<file path="src/hw/irq_ctrl_pkg.sv">
package irq_ctrl_pkg;

   localparam int           NUM_SOURCES         = 15;
   localparam int           SRC_IDX_W           = 4;

   // special function register addresses
   localparam logic [7:0]   ADDR_ENABLE_PRIMARY = 8'ha8;
   localparam logic [7:0]   ADDR_PRIO_PRIMARY   = 8'hb8;
   localparam logic [7:0]   ADDR_ENABLE_TIMER2  = 8'he8;
   localparam logic [7:0]   ADDR_PRIO_TIMER2    = 8'hf8;
   localparam logic [7:0]   ADDR_FLAGS_PRIMARY  = 8'hc0;
   localparam logic [7:0]   ADDR_FLAGS_TIMER2   = 8'hc8;

   localparam logic [7:0]   REG_RESET           = 8'h00;
   localparam logic [7:0]   PRIO_PRIMARY_MASK   = 8'h7f;
   localparam int           GLOBAL_ENABLE_BIT   = 7;

   // primary flag register layout
   localparam int           FLAG_EXT0           = 0;
   localparam int           FLAG_TIMER0         = 1;
   localparam int           FLAG_EXT1           = 2;
   localparam int           FLAG_TIMER1         = 3;
   localparam int           FLAG_UART           = 4;
   localparam int           FLAG_TWO_WIRE       = 5;
   localparam int           FLAG_ADC_DONE       = 6;
   localparam int           FLAG_T2_BYTE_OVF    = 7;

   // timer2 flag register layout
   localparam int           FLAG_CAPTURE_BASE   = 0;
   localparam int           FLAG_COMPARE_BASE   = 4;
   localparam int           FLAG_T2_WORD_OVF    = 7;
   localparam int           NUM_CAPTURE         = 4;
   localparam int           NUM_COMPARE         = 3;

   // source index = vector order
   localparam logic [3:0]   SRC_EXT0            = 4'h0;
   localparam logic [3:0]   SRC_TIMER0          = 4'h1;
   localparam logic [3:0]   SRC_EXT1            = 4'h2;
   localparam logic [3:0]   SRC_TIMER1          = 4'h3;

   localparam logic [15:0]  VECTOR_BASE         = 16'h0003;
   localparam logic [15:0]  VECTOR_STEP         = 16'h0008;

   localparam logic [7:0]   BYTE_MAX            = 8'hff;
   localparam logic [15:0]  WORD_MAX            = 16'hffff;

   // polling order within a level, highest first, as source indices
   localparam logic [3:0]   POLL_ORDER [NUM_SOURCES] = '{
      4'h0, 4'h5, 4'ha, 4'h1, 4'h6, 4'hb, 4'h2, 4'h7,
      4'hc, 4'h3, 4'h8, 4'hd, 4'h4, 4'h9, 4'he};

   typedef enum logic [1:0] {
      INH_IDLE  = 2'b00,
      INH_ARMED = 2'b01,
      INH_WAIT  = 2'b11
   } inhibit_state_t;

endpackage : irq_ctrl_pkg

</file>
<file path="src/hw/two_level_interrupt_controller.sv">
// Operation
// [RL1] fifteen sources, each assignable to low or high level
// [RL2] eight timer2 requests: four captures, three compares, one ORed overflow
// [RL3] capture flag set by capture input; compare flag set on timer2 equal compare
// [RL4] byte overflow sets byte flag; word overflow sets word flag
// [RL5] nine timer2 flags never cleared by hardware
// [RL6] adc done flag set on result ready, requests adc, no hardware clear
// [RL7] software may clear adc done flag; writing one does nothing
// [RL8] two-wire request from event flag set on valid status load
// [RL9] other flags software writable both ways, same as hardware; level-mode external flags follow the pin and ignore writes
// [RL10] per-source enable bits; global enable bit 7 low blocks all
// [RL11] primary enable layout: global, adc, two-wire, uart, t1, ext1, t0, ext0
// [RL12] timer2 enable layout: overflow, compare 2..0, capture 3..0
// [RL13] priority bit zero low level, one high level
// [RL14] high preempts low routine; nothing preempts high routine
// [RL15] high level wins simultaneous; same level uses fixed polling order
// [RL16] polling order only for simultaneous requests, never preempts
// [RL17] flags sampled at sample point, polled next machine cycle
// [RL18] no vector while equal or higher active, or before final cycle
// [RL19] after return or enable/priority access, wait one more instruction
// [RL20] blocked requests are not remembered
// [RL21] ack clears timer0/timer1 flags, external flag only if edge mode
// [RL22] ack issues long call with vector and sets level active flop
// [RL23] return clears the active level flop
// [RL24] within-level polling order as listed, external 0 highest
// [RL25] vectors from 0003h stepping by eight in source order
// [RL26] primary priority layout bits 6..0, bit 7 unused
// [RL27] timer2 priority layout: overflow, compare 2..0, capture 3..0
`timescale 1ns/1ps
`default_nettype none

module two_level_interrupt_controller (
   input  wire logic                clk,
   input  wire logic                reset_n,
   input  wire logic [7:0]          sfr_addr,
   input  wire logic                sfr_wr,
   input  wire logic                sfr_rd,
   input  wire logic [7:0]          sfr_wdata,
   output var  logic [7:0]          sfr_rdata,
   input  wire logic                sample_phase_point,
   input  wire logic                instr_last_cycle,
   input  wire logic                instr_done,
   input  wire logic                reti_exec,
   input  wire logic [1:0]          external_request_pin_n,
   input  wire logic [1:0]          ext_edge_mode,
   input  wire logic                timer0_ovf_evt,
   input  wire logic                timer1_ovf_evt,
   input  wire logic                uart_port_evt,
   input  wire logic                two_wire_status_load,
   input  wire logic                adc_result_ready,
   input  wire logic [3:0]          capture_input_signals,
   input  wire logic [15:0]         timer2_count,
   input  wire logic [2:0][15:0]    compare_register,
   output var  logic                call_req,
   output var  logic [15:0]         call_vector,
   output var  logic                call_level,
   output var  logic                active_hi,
   output var  logic                active_lo
);
   import irq_ctrl_pkg::*;

   logic [7:0]             interrupt_enable_primary_q;
   logic [7:0]             interrupt_enable_timer2_q;
   logic [7:0]             ip0_q;
   logic [7:0]             ip1_q;
   logic [7:0]             pflag_q;
   logic [7:0]             pflag_d;
   logic [7:0]             tflag_q;
   logic [7:0]             tflag_d;
   logic [15:0]            count_prev_q;
   logic [1:0]             ext_prev_n_q;
   logic [NUM_SOURCES-1:0] samples_q;
   logic [NUM_SOURCES-1:0] req;
   logic [NUM_SOURCES-1:0] en;
   logic [NUM_SOURCES-1:0] prio;
   logic [NUM_SOURCES-1:0] hi_cand;
   logic [NUM_SOURCES-1:0] lo_cand;
   logic [7:0]             pset;
   logic [7:0]             pclr;
   logic [7:0]             tset;
   logic                   wr_pflag;
   logic                   wr_tflag;
   logic                   irq_reg_access;
   logic                   hi_found;
   logic                   lo_found;
   logic [3:0]             hi_idx;
   logic [3:0]             lo_idx;
   logic                   take;
   logic                   take_hi;
   logic [3:0]             win_idx;
   inhibit_state_t         inh_q;
   inhibit_state_t         inh_d;
   logic                   byte_ovf;
   logic                   word_ovf;
   logic                   count_moved;

   assign wr_pflag       = sfr_wr && (sfr_addr == ADDR_FLAGS_PRIMARY);
   assign wr_tflag       = sfr_wr && (sfr_addr == ADDR_FLAGS_TIMER2);
   assign irq_reg_access = (sfr_wr || sfr_rd) &&
                           ((sfr_addr == ADDR_ENABLE_PRIMARY) || (sfr_addr == ADDR_PRIO_PRIMARY) ||
                            (sfr_addr == ADDR_ENABLE_TIMER2)  || (sfr_addr == ADDR_PRIO_TIMER2));

   // overflow seen as the count wrapping between consecutive cycles
   assign count_moved = (timer2_count != count_prev_q);
   assign byte_ovf    = (count_prev_q[7:0] == BYTE_MAX) && (timer2_count[7:0] == 8'h00);  // [RL4]
   assign word_ovf    = (count_prev_q == WORD_MAX) && (timer2_count == 16'h0000);         // [RL4]

   always_ff @(posedge clk or negedge reset_n) begin
      if (!reset_n) begin
         count_prev_q <= 16'h0000;
         ext_prev_n_q <= 2'b11;
      end else begin
         count_prev_q <= timer2_count;
         ext_prev_n_q <= external_request_pin_n;
      end
   end

   // hardware set and clear terms
   always_comb begin
      pset = 8'h00;
      pclr = 8'h00;
      tset = 8'h00;
      pset[FLAG_EXT0]        = ext_prev_n_q[0] && !external_request_pin_n[0];
      pset[FLAG_EXT1]        = ext_prev_n_q[1] && !external_request_pin_n[1];
      pset[FLAG_TIMER0]      = timer0_ovf_evt;
      pset[FLAG_TIMER1]      = timer1_ovf_evt;
      pset[FLAG_UART]        = uart_port_evt;
      pset[FLAG_TWO_WIRE]    = two_wire_status_load;                          // [RL8]
      pset[FLAG_ADC_DONE]    = adc_result_ready;                              // [RL6]
      pset[FLAG_T2_BYTE_OVF] = byte_ovf;                                      // [RL4]
      pclr[FLAG_TIMER0]      = take && (win_idx == SRC_TIMER0);               // [RL21]
      pclr[FLAG_TIMER1]      = take && (win_idx == SRC_TIMER1);               // [RL21]
      pclr[FLAG_EXT0]        = take && (win_idx == SRC_EXT0) && ext_edge_mode[0]; // [RL21]
      pclr[FLAG_EXT1]        = take && (win_idx == SRC_EXT1) && ext_edge_mode[1]; // [RL21]
      for (int c = 0; c < NUM_CAPTURE; c++) begin
         tset[FLAG_CAPTURE_BASE+c] = capture_input_signals[c];                // [RL3]
      end
      for (int m = 0; m < NUM_COMPARE; m++) begin
         tset[FLAG_COMPARE_BASE+m] = count_moved && (timer2_count == compare_register[m]); // [RL3]
      end
      tset[FLAG_T2_WORD_OVF] = word_ovf;                                      // [RL4]
   end

   // per-bit flag next state; a set always wins over any clear
   genvar b;
   generate
      for (b = 0; b < 8; b++) begin : g_flag
         if (b == FLAG_ADC_DONE) begin : g_adc
            // software can only clear this one
            assign pflag_d[b] = pset[b] | (wr_pflag ? (pflag_q[b] & sfr_wdata[b]) : pflag_q[b]); // [RL7]
         end else if (b == FLAG_EXT0 || b == FLAG_EXT1) begin : g_ext
            localparam int X = (b == FLAG_EXT0) ? 0 : 1;
            // level mode tracks the pin, so writes have no effect
            assign pflag_d[b] = ext_edge_mode[X] ?
                                (pset[b] | (~pclr[b] & (wr_pflag ? sfr_wdata[b] : pflag_q[b]))) :
                                !external_request_pin_n[X];                   // [RL9]
         end else begin : g_plain
            assign pflag_d[b] = pset[b] | (~pclr[b] & (wr_pflag ? sfr_wdata[b] : pflag_q[b])); // [RL9]
         end
         // timer2 flags: no hardware clear at all
         assign tflag_d[b] = tset[b] | (wr_tflag ? sfr_wdata[b] : tflag_q[b]);  // [RL5] [RL9]
      end
   endgenerate

   always_ff @(posedge clk or negedge reset_n) begin
      if (!reset_n) begin
         pflag_q <= REG_RESET;
         tflag_q <= REG_RESET;
      end else begin
         pflag_q <= pflag_d;
         tflag_q <= tflag_d;
      end
   end

   // enable and priority registers
   always_ff @(posedge clk or negedge reset_n) begin
      if (!reset_n) begin
         interrupt_enable_primary_q <= REG_RESET;
         interrupt_enable_timer2_q <= REG_RESET;
         ip0_q  <= REG_RESET;
         ip1_q  <= REG_RESET;
      end else if (sfr_wr) begin
         if (sfr_addr == ADDR_ENABLE_PRIMARY) begin
            interrupt_enable_primary_q <= sfr_wdata;                                              // [RL11]
         end
         if (sfr_addr == ADDR_ENABLE_TIMER2) begin
            interrupt_enable_timer2_q <= sfr_wdata;                                              // [RL12]
         end
         if (sfr_addr == ADDR_PRIO_PRIMARY) begin
            ip0_q <= sfr_wdata & PRIO_PRIMARY_MASK;                           // [RL26]
         end
         if (sfr_addr == ADDR_PRIO_TIMER2) begin
            ip1_q <= sfr_wdata;                                               // [RL27]
         end
      end
   end

   // source vectors in vector order
   assign req  = {tflag_q[FLAG_T2_WORD_OVF] | pflag_q[FLAG_T2_BYTE_OVF],      // [RL2]
                  tflag_q[FLAG_COMPARE_BASE +: NUM_COMPARE],
                  pflag_q[FLAG_ADC_DONE],
                  tflag_q[FLAG_CAPTURE_BASE +: NUM_CAPTURE],
                  pflag_q[FLAG_TWO_WIRE:FLAG_EXT0]};                          // [RL1]
   assign en   = {interrupt_enable_timer2_q[7:4], interrupt_enable_primary_q[6], interrupt_enable_timer2_q[3:0], interrupt_enable_primary_q[5:0]};          // [RL10] [RL11] [RL12]
   assign prio = {ip1_q[7:4], ip0_q[6], ip1_q[3:0], ip0_q[5:0]};              // [RL13] [RL26] [RL27]

   // sampling at the phase point; old samples are simply overwritten
   always_ff @(posedge clk or negedge reset_n) begin
      if (!reset_n) begin
         samples_q <= '0;
      end else if (sample_phase_point) begin
         samples_q <= req & en & {NUM_SOURCES{interrupt_enable_primary_q[GLOBAL_ENABLE_BIT]}};    // [RL10] [RL17] [RL20]
      end
   end

   assign hi_cand = samples_q & prio;                                         // [RL13]
   assign lo_cand = samples_q & ~prio;

   // scanned lowest first so the highest in polling order overwrites
   always_comb begin
      hi_found = 1'b0;
      lo_found = 1'b0;
      hi_idx   = 4'h0;
      lo_idx   = 4'h0;
      for (int i = NUM_SOURCES - 1; i >= 0; i--) begin
         if (hi_cand[POLL_ORDER[i]]) begin
            hi_found = 1'b1;
            hi_idx   = POLL_ORDER[i];                                         // [RL24]
         end
         if (lo_cand[POLL_ORDER[i]]) begin
            lo_found = 1'b1;
            lo_idx   = POLL_ORDER[i];                                         // [RL24]
         end
      end
   end

   // one more whole instruction must pass after a return or an enable/priority register access
   always_comb begin
      inh_d = inh_q;
      case (inh_q)
         INH_IDLE: begin
            if (irq_reg_access || reti_exec) begin
               inh_d = instr_done ? INH_WAIT : INH_ARMED;                     // [RL19]
            end
         end
         INH_ARMED: begin
            if (instr_done) begin
               inh_d = INH_WAIT;                                              // [RL19]
            end
         end
         INH_WAIT: begin
            if (irq_reg_access || reti_exec) begin
               inh_d = instr_done ? INH_WAIT : INH_ARMED;
            end else if (instr_done) begin
               inh_d = INH_IDLE;                                              // [RL19]
            end
         end
         default: inh_d = INH_IDLE;
      endcase
   end

   always_ff @(posedge clk or negedge reset_n) begin
      if (!reset_n) begin
         inh_q <= INH_IDLE;
      end else begin
         inh_q <= inh_d;
      end
   end

   // high wins if allowed; a running high routine blocks everything
   assign take_hi = hi_found && !active_hi;                                   // [RL14] [RL15]
   assign take    = sample_phase_point && instr_last_cycle &&                 // [RL17] [RL18]
                    (inh_q == INH_IDLE) && !irq_reg_access && !reti_exec &&   // [RL19]
                    (take_hi || (lo_found && !active_hi && !active_lo));      // [RL16] [RL18]
   assign win_idx = take_hi ? hi_idx : lo_idx;                                // [RL15]

   // call request and vector
   always_ff @(posedge clk or negedge reset_n) begin
      if (!reset_n) begin
         call_req    <= 1'b0;
         call_vector <= 16'h0000;
         call_level  <= 1'b0;
      end else begin
         call_req <= take;                                                    // [RL22]
         if (take) begin
            call_vector <= VECTOR_BASE + VECTOR_STEP * {12'h000, win_idx};    // [RL25]
            call_level  <= take_hi;
         end
      end
   end

   // level active flip-flops
   always_ff @(posedge clk or negedge reset_n) begin
      if (!reset_n) begin
         active_hi <= 1'b0;
         active_lo <= 1'b0;
      end else if (take) begin
         if (take_hi) begin
            active_hi <= 1'b1;                                                // [RL22]
         end else begin
            active_lo <= 1'b1;                                                // [RL22]
         end
      end else if (reti_exec) begin
         if (active_hi) begin
            active_hi <= 1'b0;                                                // [RL23]
         end else begin
            active_lo <= 1'b0;                                                // [RL23]
         end
      end
   end

   // readback, one cycle after the read strobe; unmapped reads zero
   always_ff @(posedge clk or negedge reset_n) begin
      if (!reset_n) begin
         sfr_rdata <= 8'h00;
      end else if (sfr_rd) begin
         case (sfr_addr)
            ADDR_ENABLE_PRIMARY: sfr_rdata <= interrupt_enable_primary_q;
            ADDR_ENABLE_TIMER2:  sfr_rdata <= interrupt_enable_timer2_q;
            ADDR_PRIO_PRIMARY:   sfr_rdata <= ip0_q;
            ADDR_PRIO_TIMER2:    sfr_rdata <= ip1_q;
            ADDR_FLAGS_PRIMARY:  sfr_rdata <= pflag_q;
            ADDR_FLAGS_TIMER2:   sfr_rdata <= tflag_q;
            default:             sfr_rdata <= 8'h00;
         endcase
      end
   end

endmodule : two_level_interrupt_controller

`default_nettype wire

</file>
<file path="config.mk">
export PLATFORM = sky130hd
export DESIGN_NAME = two_level_interrupt_controller
export DESIGN_NICKNAME = d
export VERILOG_FILES = /design/src/hw/irq_ctrl_pkg.sv /design/src/hw/two_level_interrupt_controller.sv
export SDC_FILE = /design/constraint.sdc
export NUM_CORES = 1
export LEC_CHECK = 0
export ABC_AREA = 1
export ABC_CLOCK_PERIOD_IN_PS = 5050
export BUFFER_PORTS_ARGS = -buffer_cell sky130_fd_sc_hd__buf_2
export CAP_MARGIN = 20
export CORE_ASPECT_RATIO = 1.2
export CORE_MARGIN = 1
export CORE_UTILIZATION = 50
export CTS_CLUSTER_SIZE = 12
export DETAILED_ROUTE_END_ITERATION = 10
export GPL_TIMING_DRIVEN = 1
export PLACE_DENSITY = 0.78
export SETUP_SLACK_MARGIN = 0.15
export SYNTH_ARGS = -nofsm -noshare
export SYNTH_HDL_FRONTEND = slang
export SYNTH_SLANG_ARGS = --single-unit
</file>
<file path="constraint.sdc">
create_clock -name clk -period 5.05 [get_ports clk]
set_input_delay 0.2525 -clock clk [delete_from_list [all_inputs] [get_ports clk]]
set_output_delay 0.2525 -clock clk [all_outputs]
set_load 0.01 [all_outputs]
</file>
==> impl_results.md <==
- Status: completed
- Min-Delay Path Class: in2reg
- Avg Cell Area, Syn: 7.56 µm²
- Antenna violations before repair: 0
- Slew headroom: 50.8%
- Multiplexer share of the synthesized area: 0%
- CTS tree: done
- GR Overflow Total: 0
- Count leader, synth: nand2_1
- Post-CTS Hold Buffers: 2
- Clock sink count: 99
- First-pass GRT wire length: 24200 µm
- Drc violations: 0
- Post-Synth Simple-Gate Area: 27.5%
- Die height: 119 µm
- Share of the synthesized area in the top cell type: 42.2%
- Total track usage: 26.4%
- Vias in the first global route: 5214
- Area Overhead vs Synth: 17.2%
- Finish-stage setup viols: 0
- Worst-case clock buffer depth: 2
- Final Instance Area: 0.00674 mm²
- Reg clk slew, reported paths: 0.07 ns
- Final Hold Fails: 0
- Synth top area cells: dfrtp_1 42%, nand2_1 16%, inv_1 6.4%
- Synth Register Bits: 99
- Vias: 5336
- RSZ-0062 raised after global routing: no
- Critical path class: reg2reg
- Number of flops mapped to enable cells by yosys: 0
- Gate Count Post-Synth: 760
- Compound-Gate Fraction of Synth Area: 13.7%
- Tcrit/Tclk final: 38.4%
- Clk_lat worst skew: 0.35 ns
- Post-synth cell types: 47
- Largest net degree at the start of global routing: 56
- Post-Layout Cell Count: 1033
- Layout Skew: 0.00991 ns
- Fmax: 516 MHz
- DP Cell Count: 1014
- Filler instances: 1045
- Total CTS buffers: 9
- Mapped Area: 0.00575 mm²
- Gpl congestion: 0.898
- Max VDD drop: 0.000152 V
- Post-synthesis xor/xnor area fraction: 5.95%
- Initial Utilization: 51.8%
- Nets: 975
- Hpwl dp: 11600 µm
- Initial DRC Count: 356
- CP Launch Type: flip-flop
- Leakage power: 3.45 nW
- Htree depth: 3
- Critical path capture point type: flip-flop
- Die area: 0.0119 mm²
- Post-synth top cells: 252 x nand2_1, 98 x inv_1, 97 x dfrtp_1
- MaxCap Viol Count: 0
- Layout cell share with drive strength beyond 1: 19.9%
- Post-CTS setup buffers: 0
- Die X: 99.9 µm
- Total iterations of the first detailed-routing run: 5
- Fraction of registers with async set/reset: 100%
- Number of port buffers: 118
- Site Rows: 42
- Antenna diode count: 0
- Measured slew at the worst slew-check pin: 0.719 ns
- Adder-Cell Fraction of Synth Area: 0.174%
- CTS resizes: 0
- WP data arrival: 2.18 ns
- Syn. warnings: 0
- Worst-path maximum fanout: 6
- Max-slew violation count: 0
- Drt via density: 5.17
- Final wirelength: 14800 µm
- Ys flop type: dfrtp_1
- Routed len/inst: 14.3 µm
- Core area: 0.0111 mm²
- Post-placement cell area: 0.00642 mm²
- PD cells: 256 mW/mm²
- Largest family of logic cells by synthesized area: simple AND/OR/NAND/NOR gates
- Sequential fraction of the synthesis area: 43.2%
- CTS Root Cell: clkbuf_16
- Worst EP required: 5.29 ns
- ANT nets after route: 0
- Setup TNS: 0 ns
- Ports: 129
- Fin crit period: 1.94 ns
- Leading area contributor after synthesis: dfrtp_1
## registers in the layout, indices dropped and copies added, names as in the netlist
| signal | count |
|---|---|
| inh_q | 2 |
| interrupt_enable_timer2_q | 8 |
| sfr_rdata | 8 |
| call_req | 1 |
| ip0_q | 7 |
| samples_q | 15 |
| call_level | 1 |
| ext_prev_n_q | 2 |
| interrupt_enable_primary_q | 8 |
| call_vector | 5 |
| tflag_q | 8 |
| count_prev_q | 16 |
| active_lo | 1 |
| active_hi | 1 |
| pflag_q | 8 |
| ip1_q | 8 |
## layout make-up
cell class / instances / area (µm²) / area share, %
inverter: 104 / 390 / 5.80
timing repair buffer: 122 / 631 / 9.36
multi-input combinational: 538 / 2760 / 40.9
clock inverter: 7 / 60.1 / 0.892
tap: 154 / 193 / 2.86
clock buffer: 9 / 225 / 3.34
sequential: 99 / 2480 / 36.8
## layer usage
layer / wire length, µm / vias to the layer above / GRT usage (%)
met4: 480 / 0 / 11.8
li1: - / 2652 / -
met1: 5790 / 2451 / 30.0
met3: 790 / 37 / 4.64
met2: 7720 / 196 / 47.8
met5: 0 / - / 0
## metrics by stage
| step | hold WS [ns] | utilization [%] | total power [mW] | worst slack, ns |
|---|---|---|---|---|
| after floorplan | -0.0431 | - | 0.977 | 3.39 |
| after global placement | 0.282 | 57.9 | 1.07 | 3.03 |
| after detailed placement | 0.275 | 57.9 | 1.08 | 2.93 |
| after CTS | 0.000573 | 60.7 | 1.73 | 3.14 |
| after global routing | 0.0357 | 60.7 | 1.79 | 2.87 |
| final | 0.0364 | 60.7 | 1.72 | 3.11 |
## critical path, stage by stage, from the launching register on
cell and delay, ns:
dfrtp_1 0.46, nand2_1 0.11, nand2_1 0.09, nor2_1 0.11
nand2_1 0.09, nor2_4 0.21, o22ai_2 0.12, nor2_2 0.11
nand2_1 0.07, nand2_2 0.10, nand2_1 0.08, nor2_1 0.11
nand2_1 0.06, nand2_1 0.05, nand2_1 0.06
## path summary, 6_finish.rpt
check                                startpoint         endpoint  slack (ns)  cells past startpoint
min in group asynchronous               reset_n     samples_q[8]        0.43                      2
max in group asynchronous               reset_n  count_prev_q[2]        3.53                      3
worst max-delay path                   ip1_q[3]       pflag_q[3]        3.11                     14
worst min-delay path            timer2_count[4]  count_prev_q[4]        0.04                      1
worst max register to register         ip1_q[3]       pflag_q[3]        3.11                     14
worst min register to register       call_level       call_level        0.47                      2
## power breakdown
part | leakage, nW | internal [mW] | switching (mW)
sequential | 1.26 | 0.825 | 0.0274
clock | 0.137 | 0.342 | 0.320
combinational | 2.05 | 0.0874 | 0.121
## kinds of logic after synthesis
| family | Yosys count |
|---|---|
| and+or+nand+nor | 361 |
| other | 1 |
| DFF | 99 |
| xor gates and xnor gates | 39 |
| AOI/OAI and AO/OA | 127 |
| buffers and inverters | 132 |
| adders and majority gates | 1 |
## cells in the final DEF, fill, tap and decap left out, types with 4 or more instances in the layout
cell       count
nor3_1         8
nand2_2       10
a221oi_1       8
inv_2          6
buf_2        117
xor2_1         8
clkbuf_16      9
a21oi_1       15
o211ai_1       4
o2111ai_1      5
conb_1        10
nor4_1         7
o22ai_1       17
nand3_1       14
a41oi_1        4
nor2_1        38
nand4_1       13
or2_2          6
dfrtp_1       97
o21ai_0       41
o21bai_1       4
o21ai_1       18
nand2_1      252
inv_1         98
xnor2_1       31
No activity file was read; power rests on OpenSTA's default activity.
